[config.mk]
export PLATFORM = sky130hd
export DESIGN_NAME = tgc_top
export DESIGN_NICKNAME = d
export VERILOG_FILES = /design/src/tgc_pkg.sv /design/src/tgc_sync.sv /design/src/tgc_top.sv
export SDC_FILE = /design/constraint.sdc
export NUM_CORES = 1
export LEC_CHECK = 0
export ABC_CLOCK_PERIOD_IN_PS = 1950
export BUFFER_PORTS_ARGS = -buffer_cell sky130_fd_sc_hd__buf_4
export CAP_MARGIN = 20
export CORE_ASPECT_RATIO = 0.8
export CORE_UTILIZATION = 42
export DETAILED_ROUTE_END_ITERATION = 7
export PLACE_DENSITY = 0.72
export SYNTH_ARGS = -nofsm -noshare
export SYNTH_HDL_FRONTEND = slang
export SYNTH_SLANG_ARGS = --single-unit
[constraint.sdc]
create_clock -name ref_clk -period 1.95 [get_ports ref_clk]
set_input_delay 0.195 -clock ref_clk [delete_from_list [all_inputs] [get_ports ref_clk]]
set_output_delay 0.195 -clock ref_clk [all_outputs]
set_load 0.005 [all_outputs]
[src/tgc_pkg.sv]
// Purpose: shared constants and types for the timer gate control block
// Assumes: 8-bit register port, 100 MHz ref_clk
// Notes: offsets index the small local register map
package tgc_pkg;

  // register map
  localparam logic [1:0] TGC_ADDR_GCON  = 2'h0;
  localparam logic [1:0] TGC_ADDR_ISTAT = 2'h1;
  localparam logic [1:0] TGC_ADDR_IMASK = 2'h2;

  // gate control field positions
  localparam int TGC_BIT_GE   = 7;
  localparam int TGC_BIT_POL  = 6;
  localparam int TGC_BIT_TM   = 5;
  localparam int TGC_BIT_SPM  = 4;
  localparam int TGC_BIT_GO   = 3;
  localparam int TGC_BIT_VAL  = 2;
  localparam int TGC_BIT_SSHI = 1;
  localparam int TGC_BIT_SSLO = 0;

  // reset values and writable bits
  localparam logic [7:0] TGC_GCON_RESET = 8'h00;
  localparam logic [7:0] TGC_GCON_WMASK = 8'hf3;
  localparam logic [1:0] TGC_IRQ_RESET  = 2'h0;

  // gate source select codes
  localparam logic [1:0] TGC_SRC_CMP2  = 2'h3;
  localparam logic [1:0] TGC_SRC_CMP1  = 2'h2;
  localparam logic [1:0] TGC_SRC_MATCH = 2'h1;
  localparam logic [1:0] TGC_SRC_PIN   = 2'h0;

  // interrupt status bit positions
  localparam int TGC_EV_DONE = 0;
  localparam int TGC_EV_EDGE = 1;

  // input synchroniser lanes
  localparam int TGC_SYNC_W   = 3;
  localparam int TGC_LANE_PIN = 0;
  localparam int TGC_LANE_C1  = 1;
  localparam int TGC_LANE_C2  = 2;

  typedef enum logic [1:0] {
    TGC_SP_IDLE  = 2'b00,
    TGC_SP_ARMED = 2'b01,
    TGC_SP_OPEN  = 2'b11
  } tgc_sp_e;

  // timer 3/5/7 is paired with timer 4/6/8
  function automatic logic [3:0] tgc_paired_timer(input logic [3:0] num);
    tgc_paired_timer = num + 4'h1;
  endfunction

endpackage

[src/tgc_sync.sv]
// Purpose: two-flop synchroniser for asynchronous gate inputs
// Assumes: single ref_clk domain
// Notes: first stage is read only by the second
`timescale 1ns/1ps
module tgc_sync #(
  parameter int W = 3
) (
  // clock and reset
  input  wire logic         ref_clk,
  input  wire logic         reset,
  // data
  input  wire logic [W-1:0] d,
  output logic      [W-1:0] q
);

  typedef struct packed {
    logic [W-1:0] s1;
    logic [W-1:0] s2;
  } tgc_sync_s;

  tgc_sync_s sync_reg;
  tgc_sync_s sync_next;

  always_comb
  begin
    sync_next    = sync_reg;
    sync_next.s1 = d;
    sync_next.s2 = sync_reg.s1;
  end

  always_ff @(posedge ref_clk)
  begin
    if (reset)
    begin
      sync_reg <= '0;
    end
    else
    begin
      sync_reg <= sync_next;
    end
  end

  assign q = sync_reg.s2;

endmodule // tgc_sync

[src/tgc_top.sv]
// Purpose: timer gate control with source select, toggle and single pulse
// Assumes: plain register port, comparators and gate pin asynchronous
// Notes: paired timer match comes from logic on ref_clk
`timescale 1ns/1ps
// Notes on behaviour
// - gate enable ignored by count enable when timer off, still drives watchdog oscillator
// - polarity bit selects active gate level
// - toggle flip-flop flips on rising gate
// - single pulse mode takes over gate
// - acquire status high while acquisition pending
// - clearing single pulse clears acquire status
// - gate level shows gate, ignores enable
// - two-bit field picks gate source
// - gate enable turns watchdog oscillator on
// - paired timer is own number plus one
module tgc_top #(
  parameter logic [3:0] TIMER_NUM = 4'h3
) (
  // clock and reset
  input  wire logic       ref_clk,
  input  wire logic       reset,
  // register port
  input  wire logic [1:0] addr,
  input  wire logic [7:0] wdata,
  input  wire logic       wr_en,
  input  wire logic       rd_en,
  output logic      [7:0] rdata,
  // timer links
  input  wire logic       timer_switch_on,
  input  wire logic       paired_match,
  input  wire logic       comp1_out,
  input  wire logic       comp2_out,
  input  wire logic       gate_pin,
  output logic            count_enable,
  output logic            wdt_osc_enable,
  output logic      [3:0] paired_timer_num,
  // interrupt
  output logic            irq
);

  typedef struct packed {
    logic [7:0]      ctrl;
    tgc_pkg::tgc_sp_e sp;
    logic            tff;
    logic            act_prev;
    logic            gt_prev;
    logic            gval;
    logic [1:0]      istat;
    logic [1:0]      imask;
    logic [7:0]      rdata;
    logic            count_en;
    logic            wdt_en;
    logic            irq;
    logic [3:0]      paired;
  } tgc_state_s;

  tgc_state_s r;
  tgc_state_s n;

  logic [2:0] sync_q;
  logic       wr_gcon;
  logic       wr_istat;
  logic       wr_imask;
  logic       ge;
  logic       pol;
  logic       tm;
  logic       spm;
  logic [1:0] gss;
  logic       src;
  logic       act;
  logic       act_rise;
  logic       gate_t;
  logic       gt_rise;
  logic       gt_fall;
  logic       arm_req;
  logic       done_ev;
  logic       eff;

  // pin and comparators cross in from outside ref_clk
  tgc_sync #(
    .W (tgc_pkg::TGC_SYNC_W)
  ) tgc_sync_inst (
    .ref_clk (ref_clk),
    .reset   (reset),
    .d       ({comp2_out, comp1_out, gate_pin}),
    .q       (sync_q)
  );

  // one decode shared by the three register strobes
  function automatic logic tgc_hit(input logic strobe, input logic [1:0] a,
                                   input logic [1:0] want);
    tgc_hit = strobe && (a == want);
  endfunction

  assign wr_gcon  = tgc_hit(wr_en, addr, tgc_pkg::TGC_ADDR_GCON);
  assign wr_istat = tgc_hit(wr_en, addr, tgc_pkg::TGC_ADDR_ISTAT);
  assign wr_imask = tgc_hit(wr_en, addr, tgc_pkg::TGC_ADDR_IMASK);

  assign ge  = r.ctrl[tgc_pkg::TGC_BIT_GE];
  assign pol = r.ctrl[tgc_pkg::TGC_BIT_POL];
  assign tm  = r.ctrl[tgc_pkg::TGC_BIT_TM];
  assign spm = r.ctrl[tgc_pkg::TGC_BIT_SPM];
  assign gss = r.ctrl[tgc_pkg::TGC_BIT_SSHI:tgc_pkg::TGC_BIT_SSLO];

  always_comb
  begin
    n = r;
    // source mux
    case (gss)
      tgc_pkg::TGC_SRC_CMP2:  src = sync_q[tgc_pkg::TGC_LANE_C2];
      tgc_pkg::TGC_SRC_CMP1:  src = sync_q[tgc_pkg::TGC_LANE_C1];
      tgc_pkg::TGC_SRC_MATCH: src = paired_match;
      default:                src = sync_q[tgc_pkg::TGC_LANE_PIN];
    endcase
    act        = pol ? src : ~src;
    act_rise   = act && !r.act_prev;
    n.act_prev = act;
    // toggle flip-flop
    if (!tm)
    begin
      n.tff = 1'b0;
    end
    else if (act_rise)
    begin
      n.tff = ~r.tff;
    end
    gate_t    = tm ? r.tff : act;
    gt_rise   = gate_t && !r.gt_prev;
    gt_fall   = !gate_t && r.gt_prev;
    n.gt_prev = gate_t;
    // single pulse sequencer; go is set-only from software
    arm_req = wr_gcon && wdata[tgc_pkg::TGC_BIT_GO] && spm;
    done_ev = 1'b0;
    case (r.sp)
      tgc_pkg::TGC_SP_IDLE:
      begin
        if (arm_req)
        begin
          n.sp = tgc_pkg::TGC_SP_ARMED;
        end
      end
      tgc_pkg::TGC_SP_ARMED:
      begin
        if (gt_rise)
        begin
          n.sp = tgc_pkg::TGC_SP_OPEN;
        end
      end
      tgc_pkg::TGC_SP_OPEN:
      begin
        if (gt_fall)
        begin
          n.sp    = tgc_pkg::TGC_SP_IDLE;
          done_ev = 1'b1;
        end
      end
      default:
      begin
        n.sp = tgc_pkg::TGC_SP_IDLE;
      end
    endcase
    if (!spm)
    begin
      n.sp    = tgc_pkg::TGC_SP_IDLE;
      done_ev = 1'b0;
    end
    // in single pulse mode only the open window passes the gate
    eff = spm ? (n.sp == tgc_pkg::TGC_SP_OPEN) : gate_t;
    // level shown regardless of gate enable
    n.gval     = eff;
    n.count_en = timer_switch_on && (!ge || eff);
    // control write; go and level bits are not stored here
    if (wr_gcon)
    begin
      n.ctrl = wdata & tgc_pkg::TGC_GCON_WMASK;
    end
    n.wdt_en = ge;
    n.paired = tgc_pkg::tgc_paired_timer(TIMER_NUM);
    // sticky events; a set in the clear cycle wins
    n.istat = r.istat & ~(wr_istat ? wdata[1:0] : 2'h0);
    n.istat[tgc_pkg::TGC_EV_DONE] = n.istat[tgc_pkg::TGC_EV_DONE] | done_ev;
    n.istat[tgc_pkg::TGC_EV_EDGE] = n.istat[tgc_pkg::TGC_EV_EDGE] | gt_rise;
    if (wr_imask)
    begin
      n.imask = wdata[1:0];
    end
    n.irq = |(n.istat & n.imask);
    // read data stands one cycle, zero otherwise
    n.rdata = 8'h00;
    if (rd_en)
    begin
      case (addr)
        tgc_pkg::TGC_ADDR_GCON:
        begin
          n.rdata = r.ctrl;
          n.rdata[tgc_pkg::TGC_BIT_GO]  = (r.sp != tgc_pkg::TGC_SP_IDLE);
          n.rdata[tgc_pkg::TGC_BIT_VAL] = r.gval;
        end
        tgc_pkg::TGC_ADDR_ISTAT: n.rdata = {6'h00, r.istat};
        tgc_pkg::TGC_ADDR_IMASK: n.rdata = {6'h00, r.imask};
        default:                 n.rdata = 8'h00;
      endcase
    end
  end

  always_ff @(posedge ref_clk)
  begin
    if (reset)
    begin
      r          <= '0;
      r.ctrl     <= tgc_pkg::TGC_GCON_RESET;
      r.sp       <= tgc_pkg::TGC_SP_IDLE;
      r.istat    <= tgc_pkg::TGC_IRQ_RESET;
      r.imask    <= tgc_pkg::TGC_IRQ_RESET;
      // gate reads active at power-on, so edge history starts high: no false rise
      r.act_prev <= 1'b1;
      r.gt_prev  <= 1'b1;
    end
    else
    begin
      r <= n;
    end
  end

  assign rdata            = r.rdata;
  assign count_enable     = r.count_en;
  assign wdt_osc_enable   = r.wdt_en;
  assign paired_timer_num = r.paired;
  assign irq              = r.irq;
endmodule // tgc_top

* Word level (Yosys, flattened, before mapping)
Cells that the tools add are included.
** Storage, ports and cells
- Flip-flop bits (word level) :: 36
- Memories :: 0
- Bits of input ports :: 19
- Memory bits (writable) :: 0
- Latch bits :: 0
- ROM bits :: 0
- Output and inout port bits :: 15
- Logic and storage cells :: 68
** Cells by class
- $add $sub $neg :: 0
- Eq/ne operators :: 8
- Bitwise logic cells :: 9
- Reductions and logical operators :: 20
- $lt $le $gt $ge :: 0
- Divide/modulo/power cells :: 0
- Shift-type cells :: 0
- $mul :: 0
- Muxes and demuxes :: 16
** Operator list (number)
- 8-bit case mux with 3 select lines :: 1
- 2-bit 2-to-1 mux :: 6
- 2-bit == test, second input constant :: 5
- 1-bit logical AND :: 9
- 2-bit by 1-bit == test with 1-bit output, second input constant :: 3
- 1-bit 2-to-1 mux :: 6
- 2-bit case mux with 3 select lines :: 1
- 2-bit OR reduction :: 3
- 2-bit AND :: 2
- 1-bit logical NOT :: 4
- 2-bit logical NOT :: 2
- 1-bit inverter :: 4
- 3-bit 2-to-1 mux :: 1
- 1-bit case mux with 3 select lines :: 1
- 2-bit inverter :: 1
- 1-bit bitwise OR :: 2
- 2-bit nonzero test :: 1
- 1-bit logical OR :: 1

* Depth between registers and ports, before layout
Gate-level depths: netlist of run 1.
- Depth in word-level cells :: 14
- Depth in mapped cells :: 5
- Depth with buffers taken out :: 4

* Cells and area by module
From an unflattened synthesis of run 1, not the netlist that was laid out.
** Second synthesis, totals
- Cells, all modules :: 134
- Area, all modules :: 1358.8 sq um
** By module, submodules not included
- tgc_top :: area an instance 1201.2 sq um, cells an instance 122, times used 1, seq. area each 560.5 sq um
- tgc_sync :: area an instance 157.7 sq um, cells an instance 12, times used 1, seq. area each 120.1 sq um

* Worst setup path after synthesis of run 1
No wires, ideal clock.
- Path kind :: reg-to-reg
- From :: reg r, in the netlist gss[1]
- To :: reg r[22] (netlist name)
- Buffers on the path :: 0
- Setup time :: 0.070 ns
- Arrival time :: 1.553 ns
- Stages on the path, launching flop included :: 5
- Period minus slack after synthesis :: 1.623 ns
- Slack :: 0.327 ns
- Data required time :: 1.880 ns
- Path through :: dfxtp_1 mux4_2 xor2_1 or3_1 a21oi_1
** Between the ends
- Longest elaborated chain between the ends :: 5
- Elaborated cells between the ends (all ways) :: 7
- Classes of those cells :: eq/ne: 3; mux: 2; bitwise: 1; reduce/logical: 1
** Ends and longest elaborated chain
- start, declared :: line tgc_top.sv:57 : tgc_state_s r;
- start signal, assigned :: line tgc_top.sv:221 : r <= n;
- 2-bit by 1-bit == test with 1-bit output or 2-bit == test (tied branches) :: line tgc_top.sv:109 : case (gss)
- 1-bit case mux with 3 select lines (*) :: line tgc_top.sv:109
- 1-bit inverter :: line tgc_top.sv:115 : act = pol ? src : ~src;
- 1-bit 2-to-1 mux (*) :: line tgc_top.sv:115
- 1-bit logical AND (*) :: line tgc_top.sv:116 : act_rise = act && !r.act_prev;
Mark *: on every way between the ends. The rest lies on a longest branch, timed or not.
A chain may end at the register's enable or synchronous reset.

* Worst setup path in the final report of run 1
- From :: reg r, in the netlist gss[1]
- To :: reg r[24] (netlist name)
** Between the ends
- Longest elaborated chain between the ends :: 10
- Elaborated cells between the ends (all ways) :: 14
- Classes of those cells :: eq/ne: 3; mux: 7; bitwise: 1; reduce/logical: 3
** Ends and longest elaborated chain
- 2-bit by 1-bit == test with 1-bit output or 2-bit == test (tied branches) :: line tgc_top.sv:109
- 1-bit case mux with 3 select lines (*) :: line tgc_top.sv:109
- 1-bit inverter :: line tgc_top.sv:115
- 1-bit 2-to-1 mux (*) :: line tgc_top.sv:115
- 1-bit 2-to-1 mux (*) :: line tgc_top.sv:127 : gate_t = tm ? r.tff : act;
- 1-bit logical NOT :: line tgc_top.sv:129 : gt_fall = !gate_t && r.gt_prev;
- 1-bit logical AND :: line tgc_top.sv:129
- 2-bit 2-to-1 mux :: line tgc_top.sv:151 : if (gt_fall)
- 2-bit case mux with 3 select lines (*) :: line tgc_top.sv:134 : case (r.sp)
- 2-bit 2-to-1 mux (*) :: line tgc_top.sv:162 : if (!spm)
Marked as above.

==> impl.org, run 1 <==
** Clocking
- Worst skew pair latency :: 290 ps
- Number of H-tree levels :: 2
- Post-CTS setup repair buffer count :: 0
- Total clock sinks :: 34
- CTS tree :: yes
- CTS Buffer Depth :: 2
- Clock-pin slew was measured on the worst setup and hold paths at 70 ps.
- Once the clock tree was built, the resizer swapped 0 gates to a different size.
- Buffers inserted to repair hold after CTS numbered 0.
- Clk root buf :: sky130_fd_sc_hd__clkbuf_8
- TritonCTS created 5 clock buffers.

** Placement
- Routability Congestion :: 0.842
- In this run the tool buffered the top-level ports with 29 buffer cells.
- Summing all placed instances gives a cell area of 0.00161 mm2.
- Detailed placement ended at an HPWL of 1900 um.

** Status
- Run status :: complete, no violations

** Floorplan
- The initial utilization of the core area, before any placement, comes to 45.0%.
- Placeable core region :: 0.00315 mm2
- 34 I/O pins were placed.
- The die is 67.0 um wide.
- In this run the core area contains 18 standard-cell rows.
- Overall die area :: 0.00361 mm2
- From bottom edge to top edge, the die measures 54.0 um.

** Synthesis
- After synthesis the cells add up to 0.00142 mm2.
- Largest cells by area after synthesis :: sky130_fd_sc_hd__dfxtp_1 48%, sky130_fd_sc_hd__mux2i_1 9.2%, sky130_fd_sc_hd__buf_4 6.4%, sky130_fd_sc_hd__nor2b_1 4.9%, sky130_fd_sc_hd__nor2_1 2.6%
- Post-synthesis sequential area ratio :: 48.0%
- Netlist cell types :: 37
- Number of warnings reported in the yosys synthesis log :: 0
- Synthesized instance count :: 146
- Library cell with the largest summed area after synthesis :: sky130_fd_sc_hd__dfxtp_1
- Each instance of the synthesized netlist takes up on average 9.71 um2.
- The share of synthesized area in the top cell type comes to 48.0%.
- Register bit count reported by yosys :: 34

** Worst setup path
- Kind of critical path :: reg -> reg
- Type of element capturing the critical path :: flop
- End of the critical path :: r[24]$_SDFF_PP0_
- Arrival time at the worst endpoint :: 1960 ps
- Critical register-to-register path endpoint :: r[24]$_SDFF_PP0_
- Of all nets on the critical path, the largest fanout is 6.
- At the worst endpoint, the required time is 2130 ps.
- Internal reg-to-reg setup slack :: 170 ps
- Start of the worst register-to-register path :: gss[1]$_SDFFE_PP0P_
- The most critical setup path has its startpoint at gss[1]$_SDFFE_PP0P_.
- The worst setup path is launched from a flop.
- Measured in cells, the most critical reg-to-reg path has a length of 4.

** Global route
- Entering global routing, the biggest net connects 24 pins.
- Residual overflow from global routing :: 0
- Vias in the first global route :: 950
- Global-route wire length before repair :: 4210 um
- Antenna violations before repair :: 0
- Tot GR Track Use :: 16.5%

** STA
- Post-layout minimum cycle time :: 1780 ps
- Worst slack on hold paths :: 123 ps
- Across the routed clock network, the largest skew measured is 7.80 ps.
- Slew at the pin with the worst max-slew slack :: 599 ps
- Max-Slew Margin vs Limit :: 59.7%
- Based on the critical path, the design can be clocked at up to 562 MHz.
- Setup repair after global routing left no endpoint under its margin.
- Summed over all failing endpoints, the final setup total negative slack is 0 ps.
- Final number of hold-violating endpoints :: 0
- Setup violations remaining at the end of the flow were counted as 0.
- In the finished design, the share of the clock period the worst path needs comes to 91.2%.
- The count of final max-slew check failures is 0.

** Layout
- Summing all flip-flop and latch instances after layout gives 681 um2.
- Post-synthesis to final-layout area growth :: 20.3%
- Number of inserted diodes :: 0
- Leaving out fill and tap cells, the most frequent cell in the layout is sky130_fd_sc_hd__dfxtp_1.
- Once layout is done, the placed cells without fillers occupy 0.00171 mm2.
- The post-route netlist has 26.7% of its cells at a drive strength greater than 1.
- Post-layout nets :: 190
- # fillers :: 287
- In the layout the commonest cells are 34 x sky130_fd_sc_hd__dfxtp_1, 33 x sky130_fd_sc_hd__buf_4, 13 x sky130_fd_sc_hd__mux2i_1, 11 x sky130_fd_sc_hd__nor2b_1, 10 x sky130_fd_sc_hd__nor2_1.
- Area of the multi-input gates :: 606 um2

** Run
- Across the run, the number of max-cap violations was 0.

** Detailed routing
- Antenna-violating nets left :: 0
- The routed layout has 1019 vias.
- Number of DRC violations after detailed routing :: 0
- For this block, the routed nets add up to 2590 um of wire.
- Number of vias per cell :: 4.81
- Wire length per cell after detailed routing :: 12.2 um
- The first detailed-routing pass ran for 4 iterations.
- DRT iter0 DRCs :: 36

** Min path
- Kind of path behind the tightest hold check :: in -> reg

** Power
- Worst ir drop on vdd :: 0.451 mV
- Dividing total power by cell area gives a power density of 808 mW/mm2.
- Standby leakage power :: 0.722 nW
## worst max-delay path: stages (launching register included)
cell	delay, ps
sky130_fd_sc_hd__dfxtp_1	450
sky130_fd_sc_hd__mux4_2	540
sky130_fd_sc_hd__xor2_1	360
sky130_fd_sc_hd__o221a_2	290
sky130_fd_sc_hd__nor4_2	40
## per-layer routing
metal,up-vias,GRT usage (%),wire (um),part of all wire [%]
met5,-,0,0,0
met4,0,10.6,53,2.0
met3,8,5.08,133,5.1
met2,25,26.1,1170,45
met1,455,19.6,1230,47
li1,531,-,-,-
## cells by family after synthesis
| kind of cell | Yosys count | synth area share [%] |
|---|---|---|
| other | 1 | 0.265 |
| DFF | 34 | 48.0 |
| muxes | 15 | 11.6 |
| AOI/OAI and AO/OA | 21 | 10.1 |
| buffers and inverters | 25 | 9.80 |
| and+or+nand+nor | 49 | 19.7 |
| xor gates and xnor gates | 1 | 0.618 |
## Yosys cell counts
| master | n |
|---|---|
| sky130_fd_sc_hd__a21boi_0 | 1 |
| sky130_fd_sc_hd__a21oi_1 | 5 |
| sky130_fd_sc_hd__a2bb2oi_1 | 1 |
| sky130_fd_sc_hd__a311oi_1 | 2 |
| sky130_fd_sc_hd__a31oi_1 | 1 |
| sky130_fd_sc_hd__and2_1 | 5 |
| sky130_fd_sc_hd__and3_1 | 2 |
| sky130_fd_sc_hd__and3b_1 | 1 |
| sky130_fd_sc_hd__buf_1 | 2 |
| sky130_fd_sc_hd__buf_4 | 12 |
| sky130_fd_sc_hd__clkbuf_1 | 3 |
| sky130_fd_sc_hd__conb_1 | 1 |
| sky130_fd_sc_hd__dfxtp_1 | 34 |
| sky130_fd_sc_hd__inv_1 | 8 |
| sky130_fd_sc_hd__mux2_2 | 1 |
| sky130_fd_sc_hd__mux2i_1 | 13 |
| sky130_fd_sc_hd__mux4_2 | 1 |
| sky130_fd_sc_hd__nand2_1 | 6 |
| sky130_fd_sc_hd__nand2b_1 | 3 |
| sky130_fd_sc_hd__nand3b_1 | 2 |
| sky130_fd_sc_hd__nor2_1 | 10 |
| sky130_fd_sc_hd__nor2b_1 | 11 |
| sky130_fd_sc_hd__nor3_1 | 3 |
| sky130_fd_sc_hd__nor3b_1 | 2 |
| sky130_fd_sc_hd__nor4_2 | 1 |
| sky130_fd_sc_hd__o2111ai_1 | 1 |
| sky130_fd_sc_hd__o211ai_1 | 1 |
| sky130_fd_sc_hd__o21a_1 | 1 |
| sky130_fd_sc_hd__o21ai_0 | 4 |
| sky130_fd_sc_hd__o221a_2 | 1 |
| sky130_fd_sc_hd__o22ai_1 | 1 |
| sky130_fd_sc_hd__o311ai_0 | 1 |
| sky130_fd_sc_hd__o31ai_1 | 1 |
| sky130_fd_sc_hd__or2_2 | 1 |
| sky130_fd_sc_hd__or3_1 | 1 |
| sky130_fd_sc_hd__or3b_2 | 1 |
| sky130_fd_sc_hd__xor2_1 | 1 |
## flip-flops by register name, summed over array words and instances (netlist names)
name and flops:
r 12, rdata 8, tgc_sync_inst.q 3, tgc_sync_inst.sync_next 3, gss 2, count_enable 1, ge 1, irq 1
paired_timer_num 1, pol 1, wdt_osc_enable 1
## report_power, final
part	switching [mW]	total (mW)	internal, mW	leakage, nW
logic	0.0563	0.124	0.0681	0.396
registers	0.0129	0.730	0.717	0.277
clock network	0.239	0.523	0.284	0.0482
## metrics by stage
stage | total power, mW | setup WS, ps | std cells | util [%]
floorplan | 0.819 | 327 | 148 | -
global placement | 0.865 | 195 | 204 | 51.2
detailed placement | 0.869 | 176 | 204 | 51.2
CTS | 1.39 | 169 | 212 | 54.1
global route | 1.44 | 30.1 | 212 | 54.1
finish | 1.38 | 172 | 212 | 54.1
## layout make-up
class / instances / area share [%]
inverters: 8 / 1.76
flip-flops and latches: 34 / 39.9
clock buffers: 7 / 5.06
clock inverters: 1 / 0.293
well taps: 40 / 2.93
repair buffers: 33 / 14.5
multi-input cells: 89 / 35.5
## how the worst min path moves through the flow
stage                          startpoint                               endpoint  slack, ps  depth (start not counted)
after global routing             gate_pin  tgc_sync_inst.sync_next[0]$_SDFF_PP0_        120                          2
after global placement           gate_pin  tgc_sync_inst.sync_next[0]$_SDFF_PP0_        410                          2
final                            gate_pin  tgc_sync_inst.sync_next[0]$_SDFF_PP0_        120                          2
after detailed placement         gate_pin  tgc_sync_inst.sync_next[0]$_SDFF_PP0_        410                          2
after floorplan           timer_switch_on                count_enable$_SDFF_PP0_        310                          2
after CTS                        gate_pin  tgc_sync_inst.sync_next[0]$_SDFF_PP0_        120                          2
(Power assumes the default switching activity.)
==> inputs of run 2 (changes only) <==
--- a/config.mk
+++ b/config.mk
@@ -12,6 +12,7 @@
 export CORE_UTILIZATION = 42
 export DETAILED_ROUTE_END_ITERATION = 7
 export PLACE_DENSITY = 0.72
+export RECOVER_POWER = 100
 export SYNTH_ARGS = -nofsm -noshare
 export SYNTH_HDL_FRONTEND = slang
 export SYNTH_SLANG_ARGS = --single-unit
==> run 2 against run 1 <==
Net effect:
- first-iteration DRC count is 2.8% lower
- combinational power hardly changed
- highest routed layer unchanged
- non-clock buffer count stayed put
- largest cell class unchanged
- hold slack hardly changed
- register-to-register slack hardly changed
- final cell count stayed put
- utilization is 0.32 points lower
- design area is 0.59% lower
- sequential power hardly changed
- critical path type unchanged
==> impl.org, run 2 (synthesis gave the netlist of run 1 again) <==
** Detailed routing
- The post-detailed-route count of antenna-violating nets is 0 (unchanged).
- Via count :: 1003 (was 1019)
- The average via count per standard cell is 4.73 (was 4.81).
- First-pass detailed-route iteration total :: 4 (unchanged)
- The total wirelength of the detailed-routed design is 2580 um (was 2590 um).
- Wire length per cell after detailed routing :: 12.2 um (about the same)
- The number of DRC markers in iteration 0 came to 35 (was 36).
- Number of DRC violations after detailed routing :: 0 (unchanged)

** Global route
- Vias in the first global route :: 950 (unchanged)
- Global-route wire length before repair :: 4210 um (unchanged)
- Antenna violations before repair :: 0 (unchanged)
- The global-route total usage across every layer is 16.5% (unchanged).
- Residual overflow from global routing :: 0 (unchanged)
- The largest net degree at the start of global routing came to 24 (unchanged).

** Clocking
- Clock input transition at the sequential cells of the worst setup and hold paths :: 70 ps (about the same)
- The number of clock sinks was 34 (unchanged).
- Count of cells resized by post-cts repair :: 0 (unchanged)
- CTS Buf Count :: 5 (unchanged)
- The clock tree from TritonCTS was yes (unchanged).
- CTS Buffer Depth :: 2 (unchanged)
- The hold buffer count at CTS was 0 (unchanged).
- The CTS H-tree depth was 2 (unchanged).
- The post-CTS setup buffer count was 0 (unchanged).
- Worst skew pair latency :: 290 ps (about the same)
- The root cell of the clock tree is sky130_fd_sc_hd__clkbuf_8 (unchanged).

** Worst setup path
- The count of cells along the worst register-to-register path is 4 (unchanged).
- CP Launch Type :: flop (unchanged)
- Arrival time at the worst endpoint :: 1960 ps (about the same)
- Type of element capturing the critical path :: flop (unchanged)
- The startpoint of the worst register-to-register path was gss[1]$_SDFFE_PP0P_ (unchanged).
- Crit path max fanout :: 6 (unchanged)
- Ordered list of cells on the worst path :: mux4_2 -> xor2_1 -> o221a_2 -> nor4_1 (was mux4_2 -> xor2_1 -> o221a_2 -> nor4_2)
- Delay-heaviest family, CP :: multiplexers (unchanged)
- Critical register-to-register path endpoint :: r[24]$_SDFF_PP0_ (unchanged)
- The required arrival time at the worst endpoint came to 2130 ps (about the same).
- Kind of critical path :: reg -> reg (unchanged)
- The worst stage delay on the critical path was 540 ps (about the same).
- CP max stage cell :: sky130_fd_sc_hd__mux4_2 (unchanged)
- The number of buffers and inverters on the critical path is 0 (unchanged).
- Internal reg-to-reg setup slack :: 170 ps (about the same)

** Floorplan
- The starting density of the core was 45.0% (unchanged).
- Row cnt :: 18 (unchanged)
- The die span in x is 67.0 um (unchanged).
- Placeable core region :: 0.00315 mm2 (unchanged)
- The vertical die dimension came to 54.0 um (unchanged).
- The area of the die was 0.00361 mm2 (unchanged).
- The number of ports placed on the die boundary came to 34 (unchanged).

** Power
- Worst ir drop on vdd :: 0.452 mV (was 0.451 mV)
- Standby leakage power :: 0.707 nW (was 0.722 nW)
- Total power of the final layout :: 1.37 mW (was 1.38 mW)
- Power density over the cells :: 811 mW/mm2 (was 808 mW/mm2)

** Layout
- The antenna diode instance count was 0 (unchanged).
- The area growth from synthesis to layout was 19.6% (was 20.3%).
- Most frequent standard cell in the layout excluding fill and tap cells :: sky130_fd_sc_hd__dfxtp_1 (unchanged)
- Final cell utilization of the core :: 53.8% (was 54.1%)
- Top library cells by usage in the layout, fill and taps aside: 34 x sky130_fd_sc_hd__dfxtp_1, 20 x sky130_fd_sc_hd__buf_4, 13 x sky130_fd_sc_hd__mux2i_1, 12 x sky130_fd_sc_hd__clkbuf_4, 11 x sky130_fd_sc_hd__nor2b_1 (was 34 x sky130_fd_sc_hd__dfxtp_1, 33 x sky130_fd_sc_hd__buf_4, 13 x sky130_fd_sc_hd__mux2i_1, 11 x sky130_fd_sc_hd__nor2b_1, 10 x sky130_fd_sc_hd__nor2_1).
- Post-layout nets :: 190 (unchanged)
- The number of flip-flops under the largest register name was 12 (unchanged).
- Final non-filler cell total :: 212 (unchanged)
- Post-route standard cell area excluding fillers :: 0.00170 mm2 (was 0.00171 mm2)
- Fraction of layout cells with a size suffix above 1 :: 25.0% (was 26.7%)
- Register name with the most flops :: r (unchanged)

** STA
- Worst slack on hold paths :: 123 ps (about the same)
- Max-slew violation count :: 0 (unchanged)
- The worst clock skew is 7.31 ps (was 7.80 ps).
- Max-Slew Margin vs Limit :: 41.3% (was 59.7%)
- RSZ-0062 raised after global routing: no (unchanged).
- Post-layout minimum cycle time :: 1780 ps (about the same)
- Maximum achievable frequency :: 563 MHz (was 562 MHz)
- Final number of hold-violating endpoints :: 0 (unchanged)
- Part of the cycle the worst path needs :: 91.1% (was 91.2%)
- Slew at the pin with the worst max-slew slack :: 881 ps (was 599 ps)
- Post-layout worst setup margin :: 173 ps (was 172 ps)
- TNS Setup :: 0 ps (unchanged)
- Setup Viol. Count Final :: 0 (unchanged)

** Status
- Run status :: complete, no violations (unchanged)

** Min path
- The origin of the worst min-delay path is gate_pin (unchanged).
- Hold EP :: tgc_sync_inst.sync_next[0]$_SDFF_PP0_ (unchanged)
- The worst hold-check path type was in -> reg (unchanged).
- Hold Path Cell Cnt :: 2 (unchanged)

** Placement
- Number of buffer cells added on primary ports :: 29 (unchanged)
- The placement-stage cell area was 0.00161 mm2 (unchanged).
- Number of instances in the placed design :: 204 (unchanged)
- The half-perimeter wire length of the detailed placement result was 1900 um (unchanged).
- Routability Congestion :: 0.842 (unchanged)
- Placement-stage worst setup slack :: 176 ps (unchanged)

** Run
- Max-capacitance violation count :: 0 (unchanged)
==> run 2: routing by layer <==
metal,share of wire [%],track usage (%),up-vias
met4,2.1,10.6,0
met2,45,26.1,22
li1,-,-,531
met1,49,19.6,442
met3,4.6,5.08,8
met5,0,0,-
==> run 2: worst max-delay path by stage <==
stage / startpoint / endpoint / slack (ps) / cells past startpoint
final: gss[1]$_SDFFE_PP0P_ / r[24]$_SDFF_PP0_ / 170 / 4
after floorplan: gss[1]$_SDFFE_PP0P_ / r[22]$_SDFFE_PP0P_ / 330 / 4
after global placement: gss[1]$_SDFFE_PP0P_ / r[24]$_SDFF_PP0_ / 190 / 4
after detailed placement: gss[1]$_SDFFE_PP0P_ / r[24]$_SDFF_PP0_ / 180 / 4
after global routing: gss[1]$_SDFFE_PP0P_ / r[24]$_SDFF_PP0_ / 30 / 4
after CTS: gss[1]$_SDFFE_PP0P_ / r[24]$_SDFF_PP0_ / 170 / 4
==> run 2: final cells by class <==
class	count	area, um2
clock buffers	7	86.3
clock inverters	1	5.00
fillers	291	1460
inverters	8	30.0
multi-input cells	89	599
flip-flops and latches	34	681
well taps	40	50.0
repair buffers	33	244
==> run 2: report_power, final <==
part           switching, mW  internal [mW]
combinational         0.0556         0.0661
sequential            0.0128          0.717
clock                  0.239          0.284
==> inputs of run 3 (changes only) <==
--- a/config.mk
+++ b/config.mk
@@ -9,9 +9,9 @@
 export BUFFER_PORTS_ARGS = -buffer_cell sky130_fd_sc_hd__buf_4
 export CAP_MARGIN = 20
 export CORE_ASPECT_RATIO = 0.8
-export CORE_UTILIZATION = 42
+export CORE_UTILIZATION = 30
 export DETAILED_ROUTE_END_ITERATION = 7
-export PLACE_DENSITY = 0.72
+export PLACE_DENSITY = 0.57
 export RECOVER_POWER = 100
 export SYNTH_ARGS = -nofsm -noshare
 export SYNTH_HDL_FRONTEND = slang
==> run 3 against run 2 <==
Net effect:
- non-clock buffer count grew 1
- routed wire length increased by 3.0%
- global-route usage fell by 4.6 points
- largest cell class unchanged
==> impl.org, run 3 (synthesis gave the netlist of run 1 again) <==
** Detailed routing
- The average via count per standard cell came to 4.40 (was 4.73).
- DRT iter0 DRCs :: 30 (was 35)
- Number of DRC violations after detailed routing :: 0 (unchanged)
- The final routed wire length divided by cell count was 11.5 um (was 12.2 um).
- The overall via count from detail_route was 1012 (was 1003).
- Antenna-violating nets left :: 0 (unchanged)
- First-pass detailed-route iteration total :: 4 (unchanged)
- The total wirelength of the detailed-routed design was 2660 um (was 2580 um).

** Global route
- Largest net degree at the start of global routing :: 24 (unchanged)
- Antenna violations before repair :: 0 (unchanged)
- Tot GR Track Use :: 11.9% (was 16.5%)
- The first-pass GRT wire length is 4440 um (was 4210 um).
- The residual overflow from global routing was 0 (unchanged).
- Vias in the first global route :: 1015 (was 950)

** Floorplan
- The core area came to 0.00436 mm2 (was 0.00315 mm2).
- Overall die area :: 0.00501 mm2 (was 0.00361 mm2)
- Row cnt :: 21 (was 18)
- The vertical die dimension came to 63.5 um (was 54.0 um).
- The die span in x came to 78.9 um (was 67.0 um).
- The number of ports placed on the die boundary came to 34 (unchanged).
- The starting density of the core was 32.5% (was 45.0%).

** Layout
- The post-layout instance count excluding filler cells is 230 (was 212).
- Register name with the most flops :: r (unchanged)
- The antenna diode instance count was 0 (unchanged).
- Fraction of layout cells with a size suffix above 1 :: 24.9% (was 25.0%)
- Top library cells by usage in the layout, fill and taps aside: 34 x sky130_fd_sc_hd__dfxtp_1, 19 x sky130_fd_sc_hd__buf_4, 13 x sky130_fd_sc_hd__mux2i_1, 12 x sky130_fd_sc_hd__clkbuf_4, 11 x sky130_fd_sc_hd__nor2b_1 (was 34 x sky130_fd_sc_hd__dfxtp_1, 20 x sky130_fd_sc_hd__buf_4, 13 x sky130_fd_sc_hd__mux2i_1, 12 x sky130_fd_sc_hd__clkbuf_4, 11 x sky130_fd_sc_hd__nor2b_1).
- The area growth from synthesis to layout came to 21.4% (was 19.6%).
- The post-layout net count is 191 (was 190).
- The most frequent standard cell in the layout excluding fill and tap cells is sky130_fd_sc_hd__dfxtp_1 (unchanged).
- The final core utilization is 39.4% (was 53.8%).
- # fillers :: 460 (was 291)
- Largest register FFs :: 12 (unchanged)

** Clocking
- CTS Buffer Depth :: 2 (unchanged)
- Post-CTS setup repair buffer count :: 0 (unchanged)
- The clock tree from TritonCTS is yes (unchanged).
- CTS Buf Count :: 5 (unchanged)
- Total clock sinks :: 34 (unchanged)
- Clock input transition at the sequential cells of the worst setup and hold paths :: 70 ps (about the same)
- The root cell of the clock tree is sky130_fd_sc_hd__clkbuf_8 (unchanged).
- The CTS H-tree depth is 2 (unchanged).
- Worst skew pair latency :: 290 ps (about the same)

** Placement
- The weighted congestion reported at the end of routability-driven placement is 0.729 (was 0.842).
- Number of instances in the placed design :: 222 (was 204)
- The half-perimeter wire length of the detailed placement result is 1970 um (was 1900 um).
- The count of input and output buffers came to 29 (unchanged).
- Placement-stage worst setup slack :: 161 ps (was 176 ps)

** Worst setup path
- CP max stage cell :: sky130_fd_sc_hd__mux4_2 (unchanged)
- Type of element capturing the critical path :: flop (unchanged)
- CP Launch Type :: flop (unchanged)
- Critical register-to-register path endpoint :: r[24]$_SDFF_PP0_ (unchanged)
- The required arrival time at the worst endpoint was 2130 ps (about the same).
- The worst stage delay on the critical path was 550 ps (was 540 ps).
- Worst path buffer plus inverter count :: 0 (unchanged)
- The worst endpoint data arrival time was 1960 ps (about the same).
- Crit path max fanout :: 6 (unchanged)
- Ordered list of cells on the worst path: mux4_2 -> xor2_1 -> o221a_2 -> nor4_1 (unchanged).
- The critical path's top delay family is multiplexers (unchanged).
- The startpoint of the worst register-to-register path is gss[1]$_SDFFE_PP0P_ (unchanged).
- The type of the worst setup path is reg -> reg (unchanged).
- The worst reg-to-reg setup slack was 170 ps (about the same).
- The count of cells along the worst register-to-register path came to 4 (unchanged).

** STA
- Post-layout worst setup margin :: 169 ps (was 173 ps)
- The worst slew slack as a fraction of its limit came to 37.1% (was 41.3%).
- The worst hold slack was 122 ps (was 123 ps).
- Setup Viol. Count Final :: 0 (unchanged)
- The worst clock skew is 6.49 ps (was 7.31 ps).
- Slew at the pin with the worst max-slew slack :: 943 ps (was 881 ps)
- RSZ-0062 raised after global routing: no (unchanged).
- Final number of hold-violating endpoints :: 0 (unchanged)
- The minimum period implied by the final worst setup slack is 1780 ps (about the same).
- Part of the cycle the worst path needs :: 91.3% (was 91.1%)
- The peak clock frequency supported by timing came to 561 MHz (was 563 MHz).
- The count of final max-slew check failures came to 0 (unchanged).
- The final total negative setup slack is 0 ps (unchanged).

** Power
- The worst vdd rail ir drop came to 0.460 mV (was 0.452 mV).
- The reported leakage power was 0.704 nW (was 0.707 nW).
- Power density over the cells :: 805 mW/mm2 (was 811 mW/mm2)

** Min path
- The hold path depth is 2 (unchanged).
- Hold EP :: tgc_sync_inst.sync_next[1]$_SDFF_PP0_ (was tgc_sync_inst.sync_next[0]$_SDFF_PP0_)
- The origin of the worst min-delay path is comp1_out (was gate_pin).
- The worst hold-check path type is in -> reg (unchanged).

** Run
- The number of maximum-capacitance violations is 0 (unchanged).

** Status
- Run status: complete, no violations (unchanged).
==> run 3: worst max path at each step <==
stage,endpoint,slack [ps],cells after the start,start
3_5_place_dp,irq$_SDFF_PP0_,160,5,pol$_SDFFE_PP0P_
3_3_place_gp,r[24]$_SDFF_PP0_,180,4,gss[1]$_SDFFE_PP0P_
5_1_grt,r[17]$_SDFF_PP0_,40,4,gss[1]$_SDFFE_PP0P_
2_1_floorplan,r[22]$_SDFFE_PP0P_,330,4,gss[1]$_SDFFE_PP0P_
4_1_cts,irq$_SDFF_PP0_,140,5,pol$_SDFFE_PP0P_
6_report,r[24]$_SDFF_PP0_,170,4,gss[1]$_SDFFE_PP0P_
==> run 3: final cells by class <==
class	instances	area [um2]	area share, %
repair buffers	34	244	14.2
multi-input cells	89	599	34.8
flip-flops and latches	34	681	39.6
well taps	57	71.3	4.15
clock inverters	2	12.5	0.727
clock buffers	6	82.6	4.80
inverters	8	30.0	1.75
==> run 3: repair_timing <==
item,CTS,global route
endpoints found under the setup margin,0,1
hold buffers,0,0
resized for setup,0,1
==> run 3: through the flow <==
step	instance area [um2]	power [mW]
6_report	1720	1.38
5_1_grt	1720	1.45
4_1_cts	1740	1.41
3_5_place_dp	1640	0.871
3_3_place_gp	1640	0.869
2_1_floorplan	1430	0.819
==> run 3: worst reg2reg max path, delay by kind of cell (launching register included) <==
kind / cells / cell delay [ps]
AND/OR/NAND/NOR: 1 / 40
XOR/XNOR: 1 / 380
flip-flops: 1 / 440
AO/OA/AOI/OAI: 1 / 280
multiplexers: 1 / 550
==> run 3: power breakdown <==
| group | internal, mW | total, mW | switching, mW |
|---|---|---|---|
| registers | 0.716 | 0.729 | 0.0121 |
| logic | 0.0643 | 0.121 | 0.0565 |
| clock network | 0.283 | 0.535 | 0.252 |
==> run 3: per-layer routing <==
layer / global-route usage, % / share of wire [%] / vias up
met5: 0 / 0 / -
met4: 6.82 / 2.4 / 0
met3: 4.64 / 5.0 / 7
met2: 18.8 / 46 / 22
met1: 13.7 / 46 / 455
li1: - / - / 528
